<file path="config.mk">
export PLATFORM = sky130hd
export DESIGN_NAME = one_bit_enable_and_flow_logic
export DESIGN_NICKNAME = d
export VERILOG_FILES = /design/src/one_bit_ctrl_pkg.sv /design/src/one_bit_logic_unit.sv /design/src/one_bit_enable_and_flow_logic.sv
export VERILOG_INCLUDE_DIRS = /design/src
export SDC_FILE = /design/constraint.sdc
export NUM_CORES = 1
export LEC_CHECK = 0
export BUFFER_PORTS_ARGS = -buffer_cell sky130_fd_sc_hd__buf_2
export CORE_AREA = 2 2 39 41
export CTS_BUF_LIST = sky130_fd_sc_hd__clkbuf_8
export DETAILED_ROUTE_END_ITERATION = 16
export DIE_AREA = 0 0 41 43
export PLACE_DENSITY = 0.62
export SLEW_MARGIN = 20
export SYNTH_ARGS = -nofsm -noshare
export SYNTH_HDL_FRONTEND = slang
export SYNTH_HIERARCHICAL = 1
export SYNTH_SLANG_ARGS = --single-unit
</file>
<file path="constraint.sdc">
create_clock -name clk_sys_i -period 1.21 [get_ports clk_sys_i]
set_input_delay 0.121 -clock clk_sys_i [delete_from_list [all_inputs] [get_ports clk_sys_i]]
set_output_delay 0.121 -clock clk_sys_i [all_outputs]
set_load 0.02 [all_outputs]
</file>
<file path="src/one_bit_ctrl_defines.svh">
// Constants for the one-bit control processor execution logic
`ifndef ONE_BIT_CTRL_DEFINES_SVH
`define ONE_BIT_CTRL_DEFINES_SVH

// ============================================================
// Opcode encodings (4-bit instruction field)
`define OPC_FLAG_LOW       4'h0
`define OPC_LOAD_BIT       4'h1
`define OPC_LOAD_INVERTED  4'h2
`define OPC_AND_BIT        4'h3
`define OPC_AND_INVERTED   4'h4
`define OPC_OR_BIT         4'h5
`define OPC_OR_INVERTED    4'h6
`define OPC_XNOR_BIT       4'h7
`define OPC_STORE_BIT      4'h8
`define OPC_STORE_INVERTED 4'h9
`define OPC_INPUT_GATE     4'ha
`define OPC_OUTPUT_GATE    4'hb
`define OPC_BRANCH_OP      4'hc
`define OPC_RETURN_OP      4'hd
`define OPC_SKIP_ON_ZERO   4'he
`define OPC_FLAG_HIGH      4'hf

// ============================================================
// Reset values of the one-bit state
`define RST_RESULT_BIT       1'b0
`define RST_OUTPUT_GATE_FLAG 1'b0
`define RST_INPUT_GATE_FLAG  1'b0
`define RST_SKIP_PENDING     1'b0

`endif

</file>
<file path="src/one_bit_ctrl_pkg.sv">
// Types shared by the one-bit control processor execution logic
`include "one_bit_ctrl_defines.svh"

package one_bit_ctrl_pkg;

  // ============================================================
  // Instruction opcodes
  typedef enum logic [3:0] {
    FLAG_LOW       = `OPC_FLAG_LOW,
    LOAD_BIT       = `OPC_LOAD_BIT,
    LOAD_INVERTED  = `OPC_LOAD_INVERTED,
    AND_BIT        = `OPC_AND_BIT,
    AND_INVERTED   = `OPC_AND_INVERTED,
    OR_BIT         = `OPC_OR_BIT,
    OR_INVERTED    = `OPC_OR_INVERTED,
    XNOR_BIT       = `OPC_XNOR_BIT,
    STORE_BIT      = `OPC_STORE_BIT,
    STORE_INVERTED = `OPC_STORE_INVERTED,
    INPUT_GATE     = `OPC_INPUT_GATE,
    OUTPUT_GATE    = `OPC_OUTPUT_GATE,
    BRANCH_OP      = `OPC_BRANCH_OP,
    RETURN_OP      = `OPC_RETURN_OP,
    SKIP_ON_ZERO   = `OPC_SKIP_ON_ZERO,
    FLAG_HIGH      = `OPC_FLAG_HIGH
  } opcode_t;

  // One fetched instruction with the addressed input bit
  typedef struct packed {
    opcode_t op;
    logic    data;
  } instr_t;

  // Whole state of the execution logic
  typedef struct packed {
    logic result_bit;
    logic output_gate_flag;
    logic input_gate_flag;
    logic skip_pending;
    logic store_pulse;
    logic store_data;
    logic branch_pulse;
    logic return_pulse;
    logic flag_low_pulse;
    logic flag_high_pulse;
  } exec_state_t;

endpackage : one_bit_ctrl_pkg

</file>
<file path="src/one_bit_logic_unit.sv">
// Combinational one-bit logic unit producing the next result bit
module one_bit_logic_unit (
  input  one_bit_ctrl_pkg::opcode_t op_i,
  input  wire logic                 result_i,
  input  wire logic                 data_i,
  input  wire logic                 input_gate_i,
  output logic                      result_o
);
  import one_bit_ctrl_pkg::*;

  logic gated_data;

  // ============================================================
  // Operand gating and logic functions
  always_comb begin
    // RQ8 input gate admits data
    gated_data = data_i & input_gate_i;
    result_o   = result_i;
    case (op_i)
      // RQ1 load replaces result
      LOAD_BIT:      result_o = gated_data;
      LOAD_INVERTED: result_o = ~gated_data;
      AND_BIT:       result_o = result_i & gated_data;
      // RQ10 inverted operand combine
      AND_INVERTED:  result_o = result_i & ~gated_data;
      OR_BIT:        result_o = result_i | gated_data;
      // RQ10 inverted operand combine
      OR_INVERTED:   result_o = result_i | ~gated_data;
      XNOR_BIT:      result_o = ~(result_i ^ gated_data);
      default:       result_o = result_i;
    endcase
  end

endmodule : one_bit_logic_unit

</file>
<file path="src/one_bit_enable_and_flow_logic.sv">
// Execution logic of a one-bit control processor
`include "one_bit_ctrl_defines.svh"

// Contract
// RQ1 - Load copies the addressed input into the result bit.
// RQ2 - Output gate load copies the addressed source into the output gate flag.
// RQ3 - Gate flag zero: instructions still step, but nothing written changes.
// RQ4 - Store inverted writes complement of result; result bit stays unchanged.
// RQ5 - Store writes result bit unchanged when output gate flag is one.
// RQ6 - Skip on zero ignores the next instruction when result bit is zero.
// RQ7 - Outside sequencer reloads program counter on branch; else it wraps.
// RQ8 - Input gate flag one admits input data into result logic.
// RQ9 - No store pulse while the output gate flag holds zero.
// RQ10 - Inverted and/or combine result with the complement of the input.
module one_bit_enable_and_flow_logic (
  input  wire logic                clk_sys_i,
  input  wire logic                rst_n_i,
  input  one_bit_ctrl_pkg::instr_t instr_i,
  output logic                     result_bit_o,
  output logic                     output_gate_flag_o,
  output logic                     input_gate_flag_o,
  output logic                     skip_pending_o,
  output logic                     store_pulse_o,
  output logic                     store_data_o,
  output logic                     branch_pulse_o,
  output logic                     return_pulse_o,
  output logic                     flag_low_pulse_o,
  output logic                     flag_high_pulse_o
);
  import one_bit_ctrl_pkg::*;

  exec_state_t state_reg;
  exec_state_t state_next;
  logic        unit_result;
  logic        executing;

  // ============================================================
  // Logic unit
  one_bit_logic_unit u_logic (
    .op_i         (instr_i.op),
    .result_i     (state_reg.result_bit),
    .data_i       (instr_i.data),
    .input_gate_i (state_reg.input_gate_flag),
    .result_o     (unit_result)
  );

  // ============================================================
  // Next-state decode
  always_comb begin
    state_next                 = state_reg;
    // Pulses last one cycle only
    state_next.store_pulse     = 1'b0;
    state_next.branch_pulse    = 1'b0;
    state_next.return_pulse    = 1'b0;
    state_next.flag_low_pulse  = 1'b0;
    state_next.flag_high_pulse = 1'b0;
    state_next.skip_pending    = 1'b0;
    // RQ6 skipped slot has no effect
    executing                  = ~state_reg.skip_pending;
    if (executing) begin
      state_next.result_bit = unit_result;
      case (instr_i.op)
        STORE_BIT: begin
          // RQ5 store true value
          // RQ3 gated off, no write
          // RQ9 gate suppresses strobe
          state_next.store_pulse = state_reg.output_gate_flag;
          state_next.store_data  = state_reg.result_bit;
        end
        STORE_INVERTED: begin
          // RQ4 store complement only
          state_next.store_pulse = state_reg.output_gate_flag;
          state_next.store_data  = ~state_reg.result_bit;
        end
        INPUT_GATE: begin
          state_next.input_gate_flag = instr_i.data;
        end
        OUTPUT_GATE: begin
          // RQ2 gate load from source
          state_next.output_gate_flag = instr_i.data;
        end
        BRANCH_OP: begin
          // RQ7 sequencer reloads counter
          state_next.branch_pulse = 1'b1;
        end
        RETURN_OP: begin
          // Return also skips the slot after it
          state_next.return_pulse = 1'b1;
          state_next.skip_pending = 1'b1;
        end
        SKIP_ON_ZERO: begin
          // RQ6 arm skip on zero
          state_next.skip_pending = ~state_reg.result_bit;
        end
        FLAG_LOW: begin
          state_next.flag_low_pulse = 1'b1;
        end
        FLAG_HIGH: begin
          state_next.flag_high_pulse = 1'b1;
        end
        default: begin
          state_next.store_data = state_reg.store_data;
        end
      endcase
    end
  end

  // ============================================================
  // State register, synchronous reset
  always_ff @(posedge clk_sys_i) begin
    if (!rst_n_i) begin
      state_reg                  <= '0;
      state_reg.result_bit       <= `RST_RESULT_BIT;
      state_reg.output_gate_flag <= `RST_OUTPUT_GATE_FLAG;
      state_reg.input_gate_flag  <= `RST_INPUT_GATE_FLAG;
      state_reg.skip_pending     <= `RST_SKIP_PENDING;
    end else begin
      state_reg <= state_next;
    end
  end

  // ============================================================
  // Outputs straight from the state register
  assign result_bit_o       = state_reg.result_bit;
  assign output_gate_flag_o = state_reg.output_gate_flag;
  assign input_gate_flag_o  = state_reg.input_gate_flag;
  assign skip_pending_o     = state_reg.skip_pending;
  assign store_pulse_o      = state_reg.store_pulse;
  assign store_data_o       = state_reg.store_data;
  assign branch_pulse_o     = state_reg.branch_pulse;
  assign return_pulse_o     = state_reg.return_pulse;
  assign flag_low_pulse_o   = state_reg.flag_low_pulse;
  assign flag_high_pulse_o  = state_reg.flag_high_pulse;
endmodule : one_bit_enable_and_flow_logic

</file>
# Word level (Yosys, flattened, before mapping)
# Index checks and enable logic that the tools add are counted.
# totals
register_bits	10
latchBits	0
ramBits	0
romBits	0
in_bits	7
output_inout_bits	10
elab_cells	54
n_memories	0
# classes
add_sub_neg	0
multipliers	0
div_mod_pow	0
n_lt_le_gt_ge	0
n_eq_ne	15
n_shift	0
n_mux	7
bitwise	12
reduce_logical	10
# ops
cell	n
4-bit equality test (second input constant)	8
4-bit by 3-bit equality test with 1-bit output (second input constant)	4
4-bit by 2-bit equality test with 1-bit output (second input constant)	2
2-bit AND reduction	4
1-bit case mux with 7 select lines	1
7-bit nonzero test	1
1-bit inverter	6
4-bit by 1-bit equality test with 1-bit output (second input constant)	1
4-bit zero test	1
1-bit 2-to-1 mux	4
1-bit case mux with 2 select lines	2
2-bit OR reduction	2
1-bit bitwise AND	3
3-bit OR reduction	1
1-bit bitwise OR	2
2-bit nonzero test	1
1-bit bitwise XOR	1

# Depth between registers and ports, before layout
# Gate-level depths: netlist of the first run.
# depth
ltp_word	4
ltp_mapped	5
ltp_nobuf	5

# Modules after synthesis
# The synthesis of the first run kept the hierarchy.
# by_module_without_submodules
module	n_inst	cells_each	area_each_um2	seq_area_each_um2
one_bit_enable_and_flow_logic	1	38	387.9	200.2
one_bit_logic_unit	1	10	63.8	0.0

# Worst setup path after synthesis of the first run
# No wires, ideal clock.
# synth_timing
path_kind	flip-flop to flip-flop
start	register state_reg, in the netlist result_bit_o
end	register state_reg, in the netlist result_bit_o
setup_ns	0.116
arrival_time_ns	1.050
required_time_ns	1.094
path_slack_ns	0.044
stages_incl_launch_ff	6
path_buffers	0
period_less_slack_ns	1.166
cell_sequence	dfxtp_1 > nand2_1 > a221oi_1 > nor3_1 > mux2i_1 > nor2b_1
# synth_via
elab_chain_len	3
elab_cells_between_ends	7
classes_between	mux (1); bitwise (6)
# synth_rtl
item	line	text
start, declared	one_bit_enable_and_flow_logic.sv:32	exec_state_t state_reg;
start signal, assigned	one_bit_enable_and_flow_logic.sv:118	state_reg <= state_next;
1-bit bitwise XOR	one_bit_logic_unit.sv:29	XNOR_BIT: result_o = ~(result_i ^ gated_data);
1-bit inverter	one_bit_logic_unit.sv:29	
1-bit case mux with 7 select lines (*)	one_bit_logic_unit.sv:19	case (op_i)
named net unit_result	one_bit_enable_and_flow_logic.sv:34	logic unit_result;
# The timed path passes the listed nets; every way through them passes the cells marked *.
# A chain may end at the register's enable or synchronous reset.

# Worst setup path after layout of the first run
# layout_timing
start	register state_reg, in the netlist input_gate_flag_o
end	register state_reg, in the netlist result_bit_o
# layout_via
elab_chain_len	4
elab_cells_between_ends	9
classes_between	mux (1); bitwise (8)
# layout_rtl
item	line	text
1-bit bitwise AND (*)	one_bit_logic_unit.sv:17	gated_data = data_i & input_gate_i;
1-bit bitwise XOR / 1-bit inverter (equally long branches)	-	
1-bit inverter, or another cell as far along	one_bit_logic_unit.sv:29	
1-bit case mux with 7 select lines (*)	one_bit_logic_unit.sv:19	
named net unit_result	one_bit_enable_and_flow_logic.sv:34	
# Marked as above.

==> flow_metrics.tcl, run 1 <==
set metrics [dict create \
    relSlewSlack 0.8356 \
    via_per_inst 4.988 \
    cts_max_level 1 \
    dieHeight_um 43 \
    final_cell_area_um2 618.1 \
    arrival_ns 1.18 \
    tns_ns 0 \
    hold_violations 0 \
    fillers 150 \
    final_antenna_net_count 0 \
    finalSetupViolations 0 \
    route.detailed.drc 0 \
    dieArea_um2 1763 \
    wire_per_inst_um 11.67 \
    status "complete, no violations" \
    grt_usage 0.1396 \
    cp-end-kind "flip-flop" \
    gp_congestion 0.7838 \
    postCtsHoldBufs 0 \
    pwr_density_cell_nw_per_um2 1388 \
    cp_max_fo 6 \
    drt_wl_total_um 1004 \
    syn_area_per_cell_um2 9.410 \
    place_inst 82 \
    rsz0062_at_grt "false" \
    dpl_cell_area_um2 563.0 \
    boundaryPins 17 \
    diodes 0 \
    final_common_cell "buf_2" \
    coreArea_um2 1384 \
    netlist_instances 48 \
    cts_sinks 10 \
    ir_worst_vdd_uv 547.5 \
    dr.pass1.iters 4 \
    ys_ff_latch 10 \
    rows 14 \
    hp-start "rst_n_i" \
    antenna_found_initial 0 \
    mostFrequentLayoutCells "16 x buf_2, 10 x dfxtp_1, 8 x nand2_1, 5 x nor2_1, 4 x clkbuf_8" \
    synth_area_um2 451.7 \
    synth_cell_types 21 \
    cap_violations 0 \
    tightest_slew_ns 0.2455 \
    cts_tree "built" \
    fin_nets 78 \
    overflow 0 \
    postCtsSetupBuffers 0 \
    io_buffers 16 \
    clock_skew_ns 0.001052 \
    insertion_delay_ns 0.23 \
    drv_slew 0 \
    yosysWarnings 6 \
    grt_max_degree 13 \
    cts_root_buf "clkbuf_8" \
    grt_pass1_vias 361 \
    crit_start "input_gate_flag_o$_SDFFE_PN0P_" \
    die_w_um 41 \
    cts_resized 0 \
    fin_crit_sh 0.8767 \
    min_path_type "in -> reg" \
    period_minus_slack_ns 1.061 \
    drive_gt1_frac 0.3571 \
    start_kind "flip-flop" \
    start_util 0.3264 \
    vias 429 \
    r2r_start "input_gate_flag_o$_SDFFE_PN0P_" \
    instances_no_fill 86 \
    synth_seq_area_share 0.4432 \
    p_leak_nw 0.2896 \
    max_freq_mhz 942.7 \
    drt_iter0_markers 12 \
    syn_to_final_growth_pct 36.84 \
    critPathKind "reg -> reg" \
    grt_first_pass_wirelength_um 1559 \
    clk_pin_slew_worst_paths_ns 0.05 \
    crit_required_ns 1.33 \
    numCtsBuffers 3 \
    dp_hpwl_um 748.4 \
    clockBufferDepth 2 \
    syn_nets 55 \
]
## Yosys cell counts, drive strengths merged
| cell type | count | share of area |
|---|---|---|
| a21oi | 3 | 0.033 |
| a221oi | 1 | 0.019 |
| a31o | 1 | 0.019 |
| a31oi | 1 | 0.014 |
| and4b | 1 | 0.022 |
| buf | 1 | 0.025 |
| dfxtp | 10 | 0.44 |
| mux2i | 3 | 0.066 |
| nand2 | 8 | 0.066 |
| nand2b | 1 | 0.014 |
| nand4 | 1 | 0.014 |
| nand4b | 2 | 0.039 |
| nor2 | 5 | 0.042 |
| nor2b | 2 | 0.028 |
| nor3 | 2 | 0.022 |
| nor4 | 1 | 0.014 |
| nor4b | 1 | 0.053 |
| o21ai | 1 | 0.011 |
| or2b | 1 | 0.017 |
| xnor2 | 1 | 0.019 |
| xor2 | 1 | 0.019 |
## worst paths after layout
path	end	slack [ns]	cells past startpoint
hold reg to reg	store_pulse_o$_SDFF_PP0_	0.47	2
setup reg to reg	result_bit_o$_SDFFE_PN0N_	0.15	5
hold / removal	store_data_o$_SDFFE_PN0P_	0.21	3
setup / recovery	result_bit_o$_SDFFE_PN0N_	0.15	5
## sequential cells by signal (all words and copies together), names as in the netlist
name,cells
branch_pulse_o,1
flag_high_pulse_o,1
flag_low_pulse_o,1
input_gate_flag_o,1
output_gate_flag_o,1
result_bit_o,1
return_pulse_o,1
skip_pending_o,1
store_data_o,1
store_pulse_o,1
## kinds of logic after synthesis
| kind of cell | count (synthesis) | share of synthesized area |
|---|---|---|
| and+or+nand+nor | 25 | 0.3297 |
| DFF | 10 | 0.4432 |
| AOI/OAI and AO/OA | 7 | 0.09695 |
| muxes | 3 | 0.06648 |
| xor gates and xnor gates | 2 | 0.03879 |
| buffers and inverters | 1 | 0.02493 |
## worst max-delay path, stage by stage, from the launching register on
cell and delay (ns):
dfxtp_1 0.35, a31o_2 0.24, a21oi_1 0.12, nor3_1 0.06, mux2i_1 0.12, nor2b_1 0.06
## metrics by stage
| stage | hold slack [ns] | utilization | worst slack [ns] | total power [mW] |
|---|---|---|---|---|
| 6_report | 0.2091 | 0.4467 | 0.1492 | 0.8576 |
| 5_1_grt | 0.2191 | 0.4467 | 0.06690 | 0.8976 |
| 4_1_cts | 0.1997 | 0.4467 | 0.1382 | 0.8725 |
| 3_5_place_dp | 0.4452 | 0.4069 | 0.1029 | 0.4560 |
| 3_3_place_gp | 0.4444 | 0.4069 | 0.1300 | 0.4562 |
| 2_1_floorplan | 0.2003 | - | 0.04385 | 0.4098 |
## cell type report
class / instances / area (µm²) / share of cell area
repair buffers: 19 / 102.6 / 0.1660
clock buffers: 4 / 55.05 / 0.08907
well taps: 16 / 20.02 / 0.03239
flip-flops and latches: 10 / 200.2 / 0.3239
multi-input cells: 37 / 240.2 / 0.3887
## power by group
group          switching, mW  total, mW  internal, mW
logic                 0.0609      0.106        0.0448
registers            0.00532      0.344         0.339
clock network          0.122      0.407         0.285
## per-layer routing
layer,routed length (µm),global-route usage,vias to the layer above
met5,0,0,-
met4,27,0.1400,0
met3,50,0.03141,2
met2,461,0.1906,13
met1,465,0.1640,199
li1,-,-,215
No activity file was read; power rests on OpenSTA's default activity.
==> run 2: changes to the inputs <==
Settings changed: CAP_MARGIN set to 30, RECOVER_POWER set to 100.
==> run 2 against run 1 <==
Net effect: clock skew about the same; via count down 0.70%; wire length down 1.5%; total power down 0.73%; count of clock-buffer cells in the layout unchanged; worst setup slack better by 0.0018 ns; maximum frequency up 0.17%; hold slack worse by 0.0049 ns; sequential power about the same; critical path depth unchanged; largest cell class unchanged; die area unchanged.
==> flow_metrics.tcl, run 2 (synthesized netlist as in run 1, its figures left out) <==
set metrics [dict create \
    highest-signal-layer "met4" \
    postCtsHoldBufs 0 \
    max_freq_mhz 944.3 \
    pwr_density_cell_nw_per_um2 1426 \
    grt_first_pass_wirelength_um 1559 \
    hp-start "rst_n_i" \
    slowest_delay_ns 0.35 \
    wl_met3_um 57 \
    finalSetupViolations 0 \
    cts_sinks 10 \
    final_cell_area_um2 596.8 \
    grt_max_degree 13 \
    clk_pin_slew_worst_paths_ns 0.05 \
    dr.pass1.iters 4 \
    netSwitchingPower_mw 0.1862 \
    crit_start "input_gate_flag_o$_SDFFE_PN0P_" \
    fin_nets 78 \
    final_antenna_net_count 0 \
    grt_pass1_vias 361 \
    min_path_type "in -> reg" \
    boundaryPins 17 \
    swShare 0.2187 \
    wire_per_inst_um 11.50 \
    rsz0062_at_grt "false" \
    vias 426 \
    overflow 0 \
    mostFrequentLayoutCells "10 x dfxtp_1, 10 x clkbuf_1, 8 x nand2_1, 6 x buf_2, 5 x nor2_1" \
    place_inst 82 \
    clock_skew_ns 0.001013 \
    status "complete, no violations" \
    cts_resized 0 \
    fillers 155 \
    pwr-share-clk 0.478 \
    cp_top_family "compound AO/OA/AOI/OAI gates" \
    critical_path.cell_chain "a31o_2 > a21oi_1 > nor3_1 > mux2i_1 > nor2b_1" \
    clockBufferDepth 2 \
    p_total_mw 0.8513 \
    start_kind "flip-flop" \
    cap_violations 0 \
    drive_gt1_frac 0.2143 \
    die_w_um 41 \
    cp_num_buf_inv 0 \
    insertion_delay_ns 0.23 \
    ir_worst_vdd_uv 546.8 \
    tightest_slew_ns 0.2918 \
    period_minus_slack_ns 1.059 \
    drv_slew 0 \
    postCtsSetupBuffers 0 \
    via_per_inst 4.953 \
    hold_violations 0 \
    dpl_cell_area_um2 563.0 \
    antenna_found_initial 0 \
    combPwrFrac 0.117 \
    tns_ns 0 \
    crit_slowest_cell "dfxtp_1" \
    coreArea_um2 1384 \
    p_int_mw 0.6651 \
    fin_ws_ns 0.1510 \
    fin_util 0.4313 \
    relSlewSlack 0.8050 \
    fin_crit_sh 0.8752 \
    dieHeight_um 43 \
    cp_max_fo 6 \
    dp_slack_ns 0.1029 \
    diodes 0 \
    cts_tree "built" \
    p_leak_nw 0.2425 \
    dp_hpwl_um 748.4 \
    seq_power_share 0.404 \
    timing.hold.ws_ns 0.2043 \
    dieArea_um2 1763 \
    gp_congestion 0.7838 \
    cts_root_buf "clkbuf_8" \
    io_buffers 16 \
    cp-end-kind "flip-flop" \
    critPathKind "reg -> reg" \
    cts_max_level 1 \
    rows 14 \
    arrival_ns 1.18 \
    grt_usage 0.1396 \
    syn_to_final_growth_pct 32.13 \
    start_util 0.3264 \
    route.detailed.drc 0 \
    r2r_start "input_gate_flag_o$_SDFFE_PN0P_" \
    met1_length_um 448 \
    instances_no_fill 86 \
    drt_wl_total_um 989 \
    wl_met2_um 456 \
    numCtsBuffers 3 \
    crit_required_ns 1.33 \
    drt_iter0_markers 5 \
]
[run 2: cell count changes in the layout (fill, tap and decap cells not counted)]
| cell | change |
|---|---|
| o21ai_1 | -1 |
| nor4b_4 | -1 |
| buf_2 | -10 |
| clkbuf_1 | +10 |
| o21ai_0 | +1 |
| nor4b_2 | +1 |
[run 2: path summary, 6_finish.rpt]
| path | cells after the start | end | slack, ns |
|---|---|---|---|
| min reg2reg | 2 | store_pulse_o$_SDFF_PP0_ | 0.47 |
| max reg2reg | 5 | result_bit_o$_SDFFE_PN0N_ | 0.15 |
| min | 3 | store_data_o$_SDFFE_PN0P_ | 0.20 |
| max | 5 | result_bit_o$_SDFFE_PN0N_ | 0.15 |
[run 2: worst register-to-register path, cell delays in order, from the launching register on]
cell and delay, ns:
dfxtp_1 0.35, a31o_2 0.24, a21oi_1 0.12, nor3_1 0.06
mux2i_1 0.12, nor2b_1 0.06
[run 2: final cells by class]
cell class / instances / area [µm²] / area share
timing repair buffer: 19 / 90.09 / 0.1509
clock buffer: 4 / 55.05 / 0.09224
sequential: 10 / 200.2 / 0.3354
tap: 16 / 20.02 / 0.03354
multi-input combinational: 37 / 231.5 / 0.3878
[run 2: metal layers]
layer,GRT usage,up-vias
met5,0,-
met4,0.1400,0
met3,0.03141,2
met2,0.1906,13
met1,0.1640,196
li1,-,215
[run 2: power groups by stage]
| stage | logic [mW] | registers, mW | clock network, mW |
|---|---|---|---|
| 2_1_floorplan | 0.0459 | 0.364 | 0 |
| 3_3_place_gp | 0.105 | 0.351 | 0 |
| 3_5_place_dp | 0.105 | 0.351 | 0 |
| 4_1_cts | 0.106 | 0.344 | 0.423 |
| 5_1_grt | 0.111 | 0.345 | 0.436 |
| 6_report | 0.0997 | 0.344 | 0.407 |
